### src/logic/ccp_consts.svh
// Constants for the capture/compare channel block: register offsets,
// field positions, reset values and channel counts.
// Assumes a 16-bit register port with an 8-bit word address.
`ifndef CCP_CONSTS_SVH
`define CCP_CONSTS_SVH

// ----------------------------------------------------------------------
// Register offsets
// ----------------------------------------------------------------------
`define A_DISABLE 8'h00
`define A_CAP_CTRL 8'h01
`define A_CAP_DATA0 8'h02
`define A_CAP_STAT 8'h06
`define A_CMP_CTRL 8'h07
`define A_CMP_PRI0 8'h08
`define A_CMP_SEC0 8'h0c
`define A_INT_STAT 8'h10
`define A_INT_MASK 8'h11

// ----------------------------------------------------------------------
// Field positions, widths and reset values
// ----------------------------------------------------------------------
`define DIS_CAP_LSB 8
`define DIS_CMP_LSB 0
`define DIS_MASK 16'h0f0f
`define DIS_RESET 16'h0000
`define CAP_CTRL_W 11
`define CMP_CTRL_W 5
`define VALUE_RESET 16'h0000
`define INT_RESET 8'h00

// ----------------------------------------------------------------------
// Channel counts and source counts
// ----------------------------------------------------------------------
`define CHAN_N 4
`define CAP_DEPTH 3'h4
`define CAP_CLK_N 3'h6
`define CMP_CLK_N 3'h7
`define SYNC_SRC_N 5'h13

`endif

### src/logic/ccp_pkg.sv
// Types shared by the capture/compare block: control layouts and modes.
// Assumes ccp_consts.svh is on the include path.
package ccp_pkg;

  // Compare operating mode
  typedef enum logic [1:0] {CMP_OFF, CMP_TOGGLE, CMP_SINGLE, CMP_CONT} cmp_mode_t;

  // Capture control: [10:9] cascade pairs, [8:6] clock, [5:1] source, [0] trigger
  typedef struct packed {
    logic [1:0] cascade;
    logic [2:0] clk_sel;
    logic [4:0] src_sel;
    logic trig;
  } cap_ctrl_t;

  // Compare control: [4:3] mode, [2:0] clock
  typedef struct packed {
    cmp_mode_t mode;
    logic [2:0] clk_sel;
  } cmp_ctrl_t;

  // One register port request
  typedef struct packed {
    logic wr;
    logic rd;
    logic [7:0] addr;
    logic [15:0] data;
  } bus_req_t;

endpackage

### src/logic/capture_channel.sv
// One capture channel: a 16-bit counter and a four-entry value store.
// Assumes all strobes are synchronous to clk and one cycle long.
`timescale 1ns/100ps
`default_nettype none
`include "ccp_consts.svh"

module capture_channel (
  // Clock and reset
  input wire logic clk,
  input wire logic rst,
  // Control
  input wire logic hold,
  input wire logic tick,
  input wire logic clear,
  input wire logic push,
  input wire logic pop,
  // State
  output logic [15:0] count,
  output logic [15:0] head,
  output logic not_empty,
  output logic full,
  output logic carry
);

  logic [15:0] mem [4];
  logic [1:0] wr_ptr;
  logic [1:0] rd_ptr;
  logic [2:0] level;
  logic do_push;
  logic do_pop;

  // Store accepts only with room, so an overflow drops the newest value
  assign do_push = push && (level != `CAP_DEPTH);
  assign do_pop = pop && (level != 3'h0);
  assign head = mem[rd_ptr];
  assign not_empty = (level != 3'h0);
  assign full = (level == `CAP_DEPTH);
  assign carry = !hold && !clear && tick && (count == 16'hffff);

  // ----------------------------------------------------------------------
  // Counter
  // ----------------------------------------------------------------------
  // Clear wins over the tick so a sync source restarts the count at zero
  always_ff @(posedge clk or posedge rst) begin
    if (rst) begin
      count <= 16'h0000;
    end else if (hold || clear) begin
      count <= 16'h0000;
    end else if (tick) begin
      count <= count + 16'h0001; // RL8
    end
  end

  // ----------------------------------------------------------------------
  // Value store
  // ----------------------------------------------------------------------
  // Held channel drops every stored value
  always_ff @(posedge clk or posedge rst) begin
    if (rst) begin
      wr_ptr <= 2'h0;
      rd_ptr <= 2'h0;
      level <= 3'h0;
    end else if (hold) begin
      wr_ptr <= 2'h0;
      rd_ptr <= 2'h0;
      level <= 3'h0;
    end else begin
      if (do_push) begin
        wr_ptr <= wr_ptr + 2'h1; // RL7
      end
      if (do_pop) begin
        rd_ptr <= rd_ptr + 2'h1;
      end
      level <= level + {2'h0, do_push} - {2'h0, do_pop};
    end
  end

  // Entries carry no reset; they are never read while empty
  always_ff @(posedge clk) begin
    if (do_push && !hold) begin
      mem[wr_ptr] <= count;
    end
  end
endmodule // capture_channel
`default_nettype wire

### src/logic/ccp_top.sv
// Four input capture and four output compare channels with a
// per-channel disable register, interrupt status and DMA requests.
// Assumes a synchronous register port and synchronous pin inputs on MCLK.
//
// The plain strobed port and the placing of the registers were chosen for this implementation.
`timescale 1ns/100ps
`default_nettype none
`include "ccp_consts.svh"

// Overview of operation
// RL1 - Capture disable bit set holds capture channel off
// RL2 - Compare disable bits 3..0 hold compare channels off
// RL3 - Compare disable bit clear lets channel run
// RL4 - Four independent capture channels exist
// RL5 - Adjacent capture pairs cascade into 32 bits
// RL6 - Sync or trigger from one of 19 sources
// RL7 - Each capture channel keeps four-entry value store
// RL8 - Own 16-bit counter, six selectable clocks
// RL9 - Compare time base from seven clocks
// RL10 - Compare uses one or two registers
// RL11 - Match changes the compare pin level
// RL12 - Single pulse or continuous pulse train
// RL13 - Match raises interrupt and DMA request
// RL14 - Disabled channel is reset, ignores events
module ccp_top (
  // Clock and reset
  input wire logic MCLK,
  input wire logic RST,
  // Register port
  input wire logic [7:0] ADDR,
  input wire logic [15:0] WR_DATA,
  input wire logic WR,
  input wire logic RD,
  output logic [15:0] RD_DATA,
  // Clock-source enables and sync sources
  input wire logic [5:0] TICK,
  input wire logic [18:0] SYNC,
  // Pins
  input wire logic [3:0] CAP_PIN,
  output logic [3:0] CMP_PIN,
  // Events
  output logic [3:0] DMA_REQ,
  output logic IRQ
);

  ccp_pkg::bus_req_t req;
  logic [15:0] dis;
  ccp_pkg::cap_ctrl_t cap_ctrl;
  ccp_pkg::cmp_ctrl_t cmp_ctrl;
  logic [15:0] cmp_pri [4];
  logic [15:0] cmp_sec [4];
  logic [7:0] int_stat;
  logic [7:0] int_mask;
  logic [3:0] cap_ovf;
  logic [3:0] cap_off;
  logic [3:0] cmp_off;
  logic [6:0] src7;
  logic cap_tick_base;
  logic cmp_tick;
  logic sync_hit;
  logic [3:0] pin_prev;
  logic [3:0] rise;
  logic [3:0] armed;
  logic [3:0] cap_tick;
  logic [3:0] cap_clr;
  logic [3:0] cap_push;
  logic [3:0] cap_pop;
  logic [3:0] cap_ne;
  logic [3:0] cap_full;
  logic [3:0] cap_carry;
  logic [15:0] cap_count [4];
  logic [15:0] cap_head [4];
  logic [15:0] cmp_timer [4];
  logic [3:0] cmp_done;
  logic [3:0] hit_pri;
  logic [3:0] hit_sec;
  logic [7:0] next_int_stat;
  logic [15:0] next_rd_data;

  // Selects one enable; a reserved selector gives no tick at all
  function automatic logic pick_tick(input logic [6:0] v, input logic [2:0] sel, input logic [2:0] n);
    pick_tick = (sel < n) ? v[sel] : 1'b0;
  endfunction

  // Tells whether an access hits a register
  function automatic logic hit(input ccp_pkg::bus_req_t r, input logic [7:0] a);
    hit = (r.addr == a);
  endfunction

  assign req = '{wr: WR, rd: RD, addr: ADDR, data: WR_DATA};
  assign cap_off = dis[`DIS_CAP_LSB +: 4];
  assign cmp_off = dis[`DIS_CMP_LSB +: 4];

  // ----------------------------------------------------------------------
  // Software configuration
  // ----------------------------------------------------------------------
  // Unimplemented disable bits are masked so they always read zero
  always_ff @(posedge MCLK or posedge RST) begin
    if (RST) begin
      dis <= `DIS_RESET;
      cap_ctrl <= '0;
      cmp_ctrl <= '0;
      int_mask <= `INT_RESET;
      for (int i = 0; i < `CHAN_N; i++) begin
        cmp_pri[i] <= `VALUE_RESET;
        cmp_sec[i] <= `VALUE_RESET;
      end
    end else if (req.wr) begin
      if (hit(req, `A_DISABLE)) dis <= req.data & `DIS_MASK; // RL1 RL2
      if (hit(req, `A_CAP_CTRL)) cap_ctrl <= ccp_pkg::cap_ctrl_t'(req.data[`CAP_CTRL_W-1:0]);
      if (hit(req, `A_CMP_CTRL)) cmp_ctrl <= ccp_pkg::cmp_ctrl_t'(req.data[`CMP_CTRL_W-1:0]);
      if (hit(req, `A_INT_MASK)) int_mask <= req.data[7:0];
      for (int i = 0; i < `CHAN_N; i++) begin
        if (hit(req, `A_CMP_PRI0 + 8'(i))) cmp_pri[i] <= req.data;
        if (hit(req, `A_CMP_SEC0 + 8'(i))) cmp_sec[i] <= req.data;
      end
    end
  end

  // ----------------------------------------------------------------------
  // Clock sources and sync selection
  // ----------------------------------------------------------------------
  // Source 0 runs at MCLK, sources 1..6 are the external enables
  assign src7 = {TICK, 1'b1};
  assign cap_tick_base = pick_tick(src7, cap_ctrl.clk_sel, `CAP_CLK_N); // RL8
  assign cmp_tick = pick_tick(src7, cmp_ctrl.clk_sel, `CMP_CLK_N); // RL9
  assign sync_hit = (cap_ctrl.src_sel < `SYNC_SRC_N) ? SYNC[cap_ctrl.src_sel] : 1'b0; // RL6

  // ----------------------------------------------------------------------
  // Capture channels
  // ----------------------------------------------------------------------
  // Rising pin edges; inputs are already synchronous to MCLK
  always_ff @(posedge MCLK or posedge RST) begin
    if (RST) begin
      pin_prev <= 4'h0;
    end else begin
      pin_prev <= CAP_PIN;
    end
  end
  assign rise = CAP_PIN & ~pin_prev;

  // Trigger mode keeps the counter at zero until the source fires once
  always_ff @(posedge MCLK or posedge RST) begin
    if (RST) begin
      armed <= 4'h0;
    end else begin
      for (int i = 0; i < `CHAN_N; i++) begin
        if (cap_off[i] || !cap_ctrl.trig) begin
          armed[i] <= 1'b0;
        end else if (sync_hit) begin
          armed[i] <= 1'b1; // RL6
        end
      end
    end
  end

  // A cascaded upper channel counts on the lower carry and captures on the lower pin
  always_comb begin
    for (int i = 0; i < `CHAN_N; i++) begin
      cap_tick[i] = cap_tick_base;
      cap_clr[i] = cap_ctrl.trig ? !armed[i] : sync_hit;
      cap_push[i] = rise[i] && !cap_off[i]; // RL14
      cap_pop[i] = req.rd && hit(req, `A_CAP_DATA0 + 8'(i));
    end
    for (int i = 1; i < `CHAN_N; i += 2) begin
      if (cap_ctrl.cascade[i/2]) begin
        cap_tick[i] = cap_carry[i-1]; // RL5
        cap_clr[i] = cap_clr[i-1];
        cap_push[i] = rise[i-1] && !cap_off[i];
      end
    end
  end

  generate
    for (genvar g = 0; g < `CHAN_N; g++) begin : g_cap
      capture_channel u_cap ( // RL4
        .clk(MCLK),
        .rst(RST),
        .hold(cap_off[g]), // RL1
        .tick(cap_tick[g]),
        .clear(cap_clr[g]),
        .push(cap_push[g]),
        .pop(cap_pop[g]),
        .count(cap_count[g]),
        .head(cap_head[g]),
        .not_empty(cap_ne[g]),
        .full(cap_full[g]),
        .carry(cap_carry[g])
      );
    end
  endgenerate

  // ----------------------------------------------------------------------
  // Compare channels
  // ----------------------------------------------------------------------
  // Toggle mode looks at the primary value only; pulse modes use both
  always_comb begin
    for (int i = 0; i < `CHAN_N; i++) begin
      hit_pri[i] = !cmp_off[i] && cmp_ctrl.mode != ccp_pkg::CMP_OFF && !cmp_done[i] && cmp_tick
                   && cmp_timer[i] == cmp_pri[i]; // RL3 RL10
      hit_sec[i] = !cmp_off[i] && cmp_ctrl.mode != ccp_pkg::CMP_OFF && !cmp_done[i] && cmp_tick
                   && cmp_ctrl.mode != ccp_pkg::CMP_TOGGLE && cmp_timer[i] == cmp_sec[i]; // RL10
    end
  end

  // Secondary match wins over primary so equal values end the pulse
  always_ff @(posedge MCLK or posedge RST) begin
    if (RST) begin
      CMP_PIN <= 4'h0;
      cmp_done <= 4'h0;
      for (int i = 0; i < `CHAN_N; i++) cmp_timer[i] <= 16'h0000;
    end else begin
      for (int i = 0; i < `CHAN_N; i++) begin
        if (cmp_off[i] || cmp_ctrl.mode == ccp_pkg::CMP_OFF) begin
          cmp_timer[i] <= 16'h0000; // RL2 RL14
          CMP_PIN[i] <= 1'b0;
          cmp_done[i] <= 1'b0;
        end else begin
          // Rewriting the mode re-arms a single pulse; a match in that cycle still acts and its stop wins
          if (req.wr && hit(req, `A_CMP_CTRL)) cmp_done[i] <= 1'b0;
          if (cmp_tick && !cmp_done[i]) begin
            case (cmp_ctrl.mode)
              ccp_pkg::CMP_TOGGLE: begin
                cmp_timer[i] <= cmp_timer[i] + 16'h0001;
                if (hit_pri[i]) CMP_PIN[i] <= ~CMP_PIN[i]; // RL11
              end
              ccp_pkg::CMP_SINGLE, ccp_pkg::CMP_CONT: begin
                if (hit_sec[i]) begin
                  CMP_PIN[i] <= 1'b0; // RL12
                  cmp_timer[i] <= 16'h0000;
                  cmp_done[i] <= (cmp_ctrl.mode == ccp_pkg::CMP_SINGLE);
                end else begin
                  cmp_timer[i] <= cmp_timer[i] + 16'h0001;
                  if (hit_pri[i]) CMP_PIN[i] <= 1'b1; // RL11
                end
              end
              default: begin
                cmp_timer[i] <= 16'h0000;
              end
            endcase
          end
        end
      end
    end
  end

  // DMA request is a one-cycle pulse per match event
  always_ff @(posedge MCLK or posedge RST) begin
    if (RST) begin
      DMA_REQ <= 4'h0;
    end else begin
      DMA_REQ <= hit_pri | hit_sec; // RL13
    end
  end

  // ----------------------------------------------------------------------
  // Interrupt status and overflow flags
  // ----------------------------------------------------------------------
  // New events win over the clear that a status read causes
  always_comb begin
    next_int_stat = int_stat;
    if (req.rd && hit(req, `A_INT_STAT)) next_int_stat = 8'h00;
    next_int_stat = next_int_stat | {hit_pri | hit_sec, cap_push}; // RL13
  end

  always_ff @(posedge MCLK or posedge RST) begin
    if (RST) begin
      int_stat <= `INT_RESET;
      IRQ <= 1'b0;
    end else begin
      int_stat <= next_int_stat;
      IRQ <= |(int_stat & int_mask); // RL13
    end
  end

  // Overflow marks a push to a full store in a cycle where no read pops that store
  always_ff @(posedge MCLK or posedge RST) begin
    if (RST) begin
      cap_ovf <= 4'h0;
    end else begin
      cap_ovf <= ((req.rd && hit(req, `A_CAP_STAT)) ? 4'h0 : cap_ovf) | (cap_push & cap_full & ~cap_pop);
    end
  end

  // ----------------------------------------------------------------------
  // Read port
  // ----------------------------------------------------------------------
  // Unmapped addresses read zero
  always_comb begin
    next_rd_data = 16'h0000;
    case (req.addr)
      `A_DISABLE: next_rd_data = dis;
      `A_CAP_CTRL: next_rd_data = {5'h00, cap_ctrl};
      `A_CAP_STAT: next_rd_data = {8'h00, cap_ovf, cap_ne};
      `A_CMP_CTRL: next_rd_data = {11'h000, cmp_ctrl};
      `A_INT_STAT: next_rd_data = {8'h00, int_stat};
      `A_INT_MASK: next_rd_data = {8'h00, int_mask};
      default: begin
        for (int i = 0; i < `CHAN_N; i++) begin
          if (hit(req, `A_CAP_DATA0 + 8'(i))) next_rd_data = cap_ne[i] ? cap_head[i] : 16'h0000;
          if (hit(req, `A_CMP_PRI0 + 8'(i))) next_rd_data = cmp_pri[i];
          if (hit(req, `A_CMP_SEC0 + 8'(i))) next_rd_data = cmp_sec[i];
        end
      end
    endcase
  end

  // Data stand only in the cycle after the read strobe
  always_ff @(posedge MCLK or posedge RST) begin
    if (RST) begin
      RD_DATA <= 16'h0000;
    end else begin
      RD_DATA <= req.rd ? next_rd_data : 16'h0000;
    end
  end
endmodule // ccp_top
`default_nettype wire

### config.mk
export PLATFORM = sky130hd
export DESIGN_NAME = ccp_top
export DESIGN_NICKNAME = d
export VERILOG_FILES = /design/src/logic/ccp_pkg.sv /design/src/logic/capture_channel.sv /design/src/logic/ccp_top.sv
export VERILOG_INCLUDE_DIRS = /design/src /design/src/logic
export SDC_FILE = /design/constraint.sdc
export NUM_CORES = 1
export LEC_CHECK = 0
export BUFFER_PORTS_ARGS = -buffer_cell sky130_fd_sc_hd__buf_2
export CORE_MARGIN = 2
export CORE_UTILIZATION = 59
export CTS_CLUSTER_SIZE = 10
export DETAILED_ROUTE_END_ITERATION = 10
export PLACE_DENSITY = 0.76
export SYNTH_ARGS = -nofsm -noshare
export SYNTH_HDL_FRONTEND = slang
export SYNTH_SLANG_ARGS = --single-unit
### constraint.sdc
create_clock -name MCLK -period 25.7 [get_ports MCLK]
set_clock_uncertainty 0.2 [all_clocks]
set_input_delay 3.855 -clock MCLK [delete_from_list [all_inputs] [get_ports MCLK]]
set_output_delay 3.855 -clock MCLK [all_outputs]
set_load 0.01 [all_outputs]
==> summary.txt <==
GRT
  • Largest net degree at the start of global routing: 184
  • Total GRT Usage: 32.6%
  • First-pass GRT wire length: between 100000 and 150000 µm
  • Grt ovf: 0
  • Initial antenna violation count: 6
  • Vias in the first global route: 20100

Power
  • P_int: 1.78 mW
  • Switching pwr: 0.653 mW
  • Power per cell area: 74.9 nW/µm²
  • Comb power frac: a little under an eighth
  • Register share of total power: 48.8%
  • Clock Power Share: 39.4%
  • Cell leakage power: 13.5 nW
  • Total Power: 2.43 mW
  • Max VDD drop: approximately 0.060 mV
  • Sw Share: between 20% and 30%

Worst setup path
  • Critical Path AT: 7.21 ns
  • Data required, critical path: 25.98 ns
  • CP startpoint: ADDR[5]
  • Critical Path End Type: flip-flop
  • Reg2reg start: cap_ctrl[2]
  • CP Launch Type: primary input
  • Crit Path Max Fanout: 18
  • Critical Path End: g_cap[3].u_cap.level[2]
  • Worst Reg-to-Reg Cells: 6
  • Crit Path Class: in -> reg
  • Reg-to-reg endpoint: g_cap[1].u_cap.count[1]
  • R2R Setup Slk: around 22 ns

Die
  • Core area: 49200 µm²
  • Die Y: around 230 µm
  • FP Rows: 81
  • Io pins: 82
  • Initial Utilization: 59.9%
  • Die W: between 200 and 250 µm
  • Die area: 51700 µm²

Routing
  • Vias: 20700
  • Final WL: between 80000 and 90000 µm
  • # DRC: 0
  • Wire per inst: 26.3 µm
  • Vias per std cell: 6.59
  • DR iter-0 viols: 2840
  • DRT Pass-1 Iters: 6
  • Antenna Nets Post-Route: 0

Clock network
  • Clock sink count: around 620
  • CTS tree: built
  • Number of H-tree levels: 3
  • Postcts setup bufs: 0
  • Clock Latency Late Sink: 0.63 ns
  • Clk root buf: clkbuf_16
  • Clk pin slew, worst setup/hold paths: 0.06 ns
  • CTS Hold Buffers Added: 0
  • Post-CTS resize count: 0
  • Clock buffer depth: 3
  • Num CTS Buffers: 73

Timing
  • Final setup fails: 0
  • Final hold violation count: 0
  • Min Hold Slack: 0.320 ns
  • Max-slew violations: 0
  • Max_slew headroom: 24.7%
  • Crit share post-route: between 20 and 30%
  • Setup TNS after final layout: 0 ns
  • Fmax: 144 MHz
  • RSZ-0062 raised after global routing: no
  • Worst Tran Pin Value: 1.12 ns
  • Fin crit period: 6.94 ns

Place
  • HPWL after DPL: ~57000 µm
  • Port buffer count: 81
  • GPL Wtd Cong: 0.965

Logic synthesis
  • FFs w/ async S/R, synth: approximately 60%
  • Synth warn: 0
  • Synth Net Count: roughly 2500
  • EDFF count, synth: 256
  • Synth Cell Area: 29500 µm²
  • Post-Synthesis Mean Instance Area: between 10 and 15 µm²
  • Synthesized instance count: 2386
  • Seq/Total Area, Yosys: 57.1%
  • Ys flop type: dfrtp_1
  • Cell variety after synth: 81
  • Yosys reg bits: around 620

Finish
  • Share of layout cells above drive strength 1: 17.7%
  • P&R area growth vs syn: 10.1%
  • Final nets: roughly 2500

Status
  • Outcome: completed

Min path
  • Worst min path class: reg -> reg

Job
  • Max-Cap Viols: 0
registers in the layout, summed over array words and instances (netlist names):
name	cells
DMA_REQ	4
dis	8
RD_DATA	16
int_mask	8
cap_ctrl	11
g_cap.u_cap.mem	256
cmp_done	4
armed	4
CMP_PIN	4
g_cap.u_cap.level	12
int_stat	8
cmp_sec	64
g_cap.u_cap.rd_ptr	8
IRQ	1
cmp_timer	64
cmp_ctrl	5
cmp_pri	64
pin_prev	4
cap_ovf	4
g_cap.u_cap.wr_ptr	8
g_cap.u_cap.count	64
cell type report:
cell class	count	area (µm²)
Sequential cell	621	16800
Fill cell	3496	16700
Multi-Input combinational cell	1565	11900
Clock buffer	118	2070
Tap cell	664	831
Timing Repair Buffer	98	546
Inverter	61	236
Clock inverter	6	77.6
Antenna cell	1	2.50
worst max-delay path, stage by stage:
cell and delay [ns]:
buf_2 0.12, nor4_2 0.60, and3_1 0.29, nand2b_1 0.40, nor2_1 0.26, buf_4 0.25, and2_1 0.20, ha_1 0.14
inv_1 0.05, ha_1 0.20, fa_1 0.42, xnor2_1 0.21, xnor2_1 0.14, nor2_1 0.05
cell usage after synthesis, types with 5 or more instances:
cell | count | area share [%]
o31ai_1 | 16 | 0.41
o32ai_1 | 14 | 0.42
ha_1 | 32 | 1.4
buf_2 | 14 | 0.24
buf_1 | 19 | 0.24
mux4_2 | 66 | 5.0
or3_1 | 31 | 0.66
nor4_1 | 30 | 0.64
a221o_1 | 15 | 0.51
xor2_1 | 110 | 3.3
and3_1 | 27 | 0.57
a21o_1 | 14 | 0.36
o21a_1 | 15 | 0.38
dfrtp_1 | 365 | 31
o21ai_0 | 130 | 2.2
nor3_1 | 44 | 0.75
a31oi_1 | 27 | 0.57
mux2_2 | 162 | 6.2
inv_1 | 61 | 0.78
clkbuf_1 | 103 | 1.3
o221ai_1 | 16 | 0.48
o41ai_1 | 9 | 0.27
nand2b_1 | 25 | 0.53
mux2i_1 | 19 | 0.65
a211oi_1 | 8 | 0.20
a22oi_1 | 12 | 0.31
nand2_1 | 141 | 1.8
nor2_1 | 196 | 2.5
nor2b_1 | 28 | 0.59
nand3b_1 | 6 | 0.15
o2bb2ai_1 | 15 | 0.45
a2111oi_0 | 6 | 0.18
o211ai_1 | 7 | 0.18
and2_1 | 25 | 0.53
a221oi_1 | 6 | 0.18
nand3_1 | 53 | 0.90
a22o_1 | 9 | 0.27
and4_1 | 5 | 0.15
edfxtp_1 | 256 | 26
nand4_1 | 39 | 0.83
or2_2 | 7 | 0.15
xnor2_1 | 89 | 2.6
a21oi_1 | 49 | 0.83
or4_1 | 6 | 0.15
power by group through the flow:
stage / sequential [mW] / clock (mW) / combinational, mW
after floorplan: 1.17 / 0 / 0.198
after global routing: 1.19 / 0.998 / 0.311
after CTS: 1.19 / 0.962 / 0.285
after global placement: 1.19 / 0 / 0.265
final: 1.19 / 0.959 / 0.285
after detailed placement: 1.20 / 0 / 0.277
metal layers:
metal	up-vias	global-route usage [%]	wire, µm
met5	-	0	27
met4	4	13.9	3680
met3	216	6.74	7780
met2	1148	49.9	37600
met1	10400	45.8	33400
li1	8858	-	-
worst min path at each step:
stage,depth (start not counted),startpoint,to
global route,1,int_stat[2],int_stat[2]
CTS,1,int_stat[2],int_stat[2]
global placement,1,int_stat[2],int_stat[2]
detailed placement,1,int_stat[2],int_stat[2]
floorplan,1,dis[3],CMP_PIN[3]
finish,1,int_stat[2],int_stat[2]
stage by stage:
step / worst slack [ns] / cells / utilization [%] / instance area [µm²]
3_3_place_gp: 18.22 / 3009 / 61.6 / 30300
4_1_cts: 18.78 / 3133 / 66.0 / 32400
6_report: 18.76 / 3134 / 66.0 / 32400
3_5_place_dp: 18.16 / 3009 / 61.6 / 30300
2_1_floorplan: 11.51 / 2386 / - / 29500
5_1_grt: 18.59 / 3133 / 66.0 / 32400
cell families (layout without fill, tap and decap cells):
| logic type | count (synthesis) | in the layout | synth area share [%] |
|---|---|---|---|
| simple gates | 682 | 682 | 11.6 |
| flops | 621 | 621 | 57.1 |
| compound gates | 401 | 401 | 9.21 |
| mux | 247 | 247 | 11.9 |
| buf+inv | 200 | 283 | 2.66 |
| xor+xnor | 199 | 199 | 5.92 |
| fa+ha+maj | 36 | 36 | 1.63 |
| other cells | 0 | 1 | 0 |
layout by cell type (no fill, tap or decap), types with 8 or more instances in the layout:
| master | netlist | final |
|---|---|---|
| edfxtp_1 | 256 | 256 |
| mux4_2 | 66 | 66 |
| o2bb2ai_1 | 15 | 15 |
| o41ai_1 | 9 | 9 |
| o32ai_1 | 14 | 14 |
| a21oi_1 | 49 | 49 |
| nor2_1 | 196 | 196 |
| nand4_1 | 39 | 39 |
| a22o_1 | 9 | 9 |
| mux2i_1 | 19 | 19 |
| nand2_1 | 141 | 141 |
| nor2b_1 | 28 | 28 |
| clkbuf_16 | 0 | 74 |
| a22oi_1 | 12 | 12 |
| inv_1 | 61 | 60 |
| nand3_1 | 53 | 53 |
| dfrtp_1 | 365 | 365 |
| mux2_2 | 162 | 162 |
| o221ai_1 | 16 | 16 |
| a21o_1 | 14 | 14 |
| buf_2 | 14 | 81 |
| o31ai_1 | 16 | 16 |
| and3_1 | 27 | 27 |
| buf_4 | 2 | 16 |
| xor2_1 | 110 | 110 |
| and2_1 | 25 | 25 |
| nor3_1 | 44 | 43 |
| clkbuf_1 | 103 | 39 |
| a31oi_1 | 27 | 27 |
| o21a_1 | 15 | 15 |
| a211oi_1 | 8 | 8 |
| o21ai_0 | 130 | 129 |
| ha_1 | 32 | 32 |
| or3_1 | 31 | 31 |
| xnor2_1 | 89 | 89 |
| nor4_1 | 30 | 30 |
| nand2b_1 | 25 | 25 |
| a221o_1 | 15 | 15 |
(Power assumes the default switching activity.)
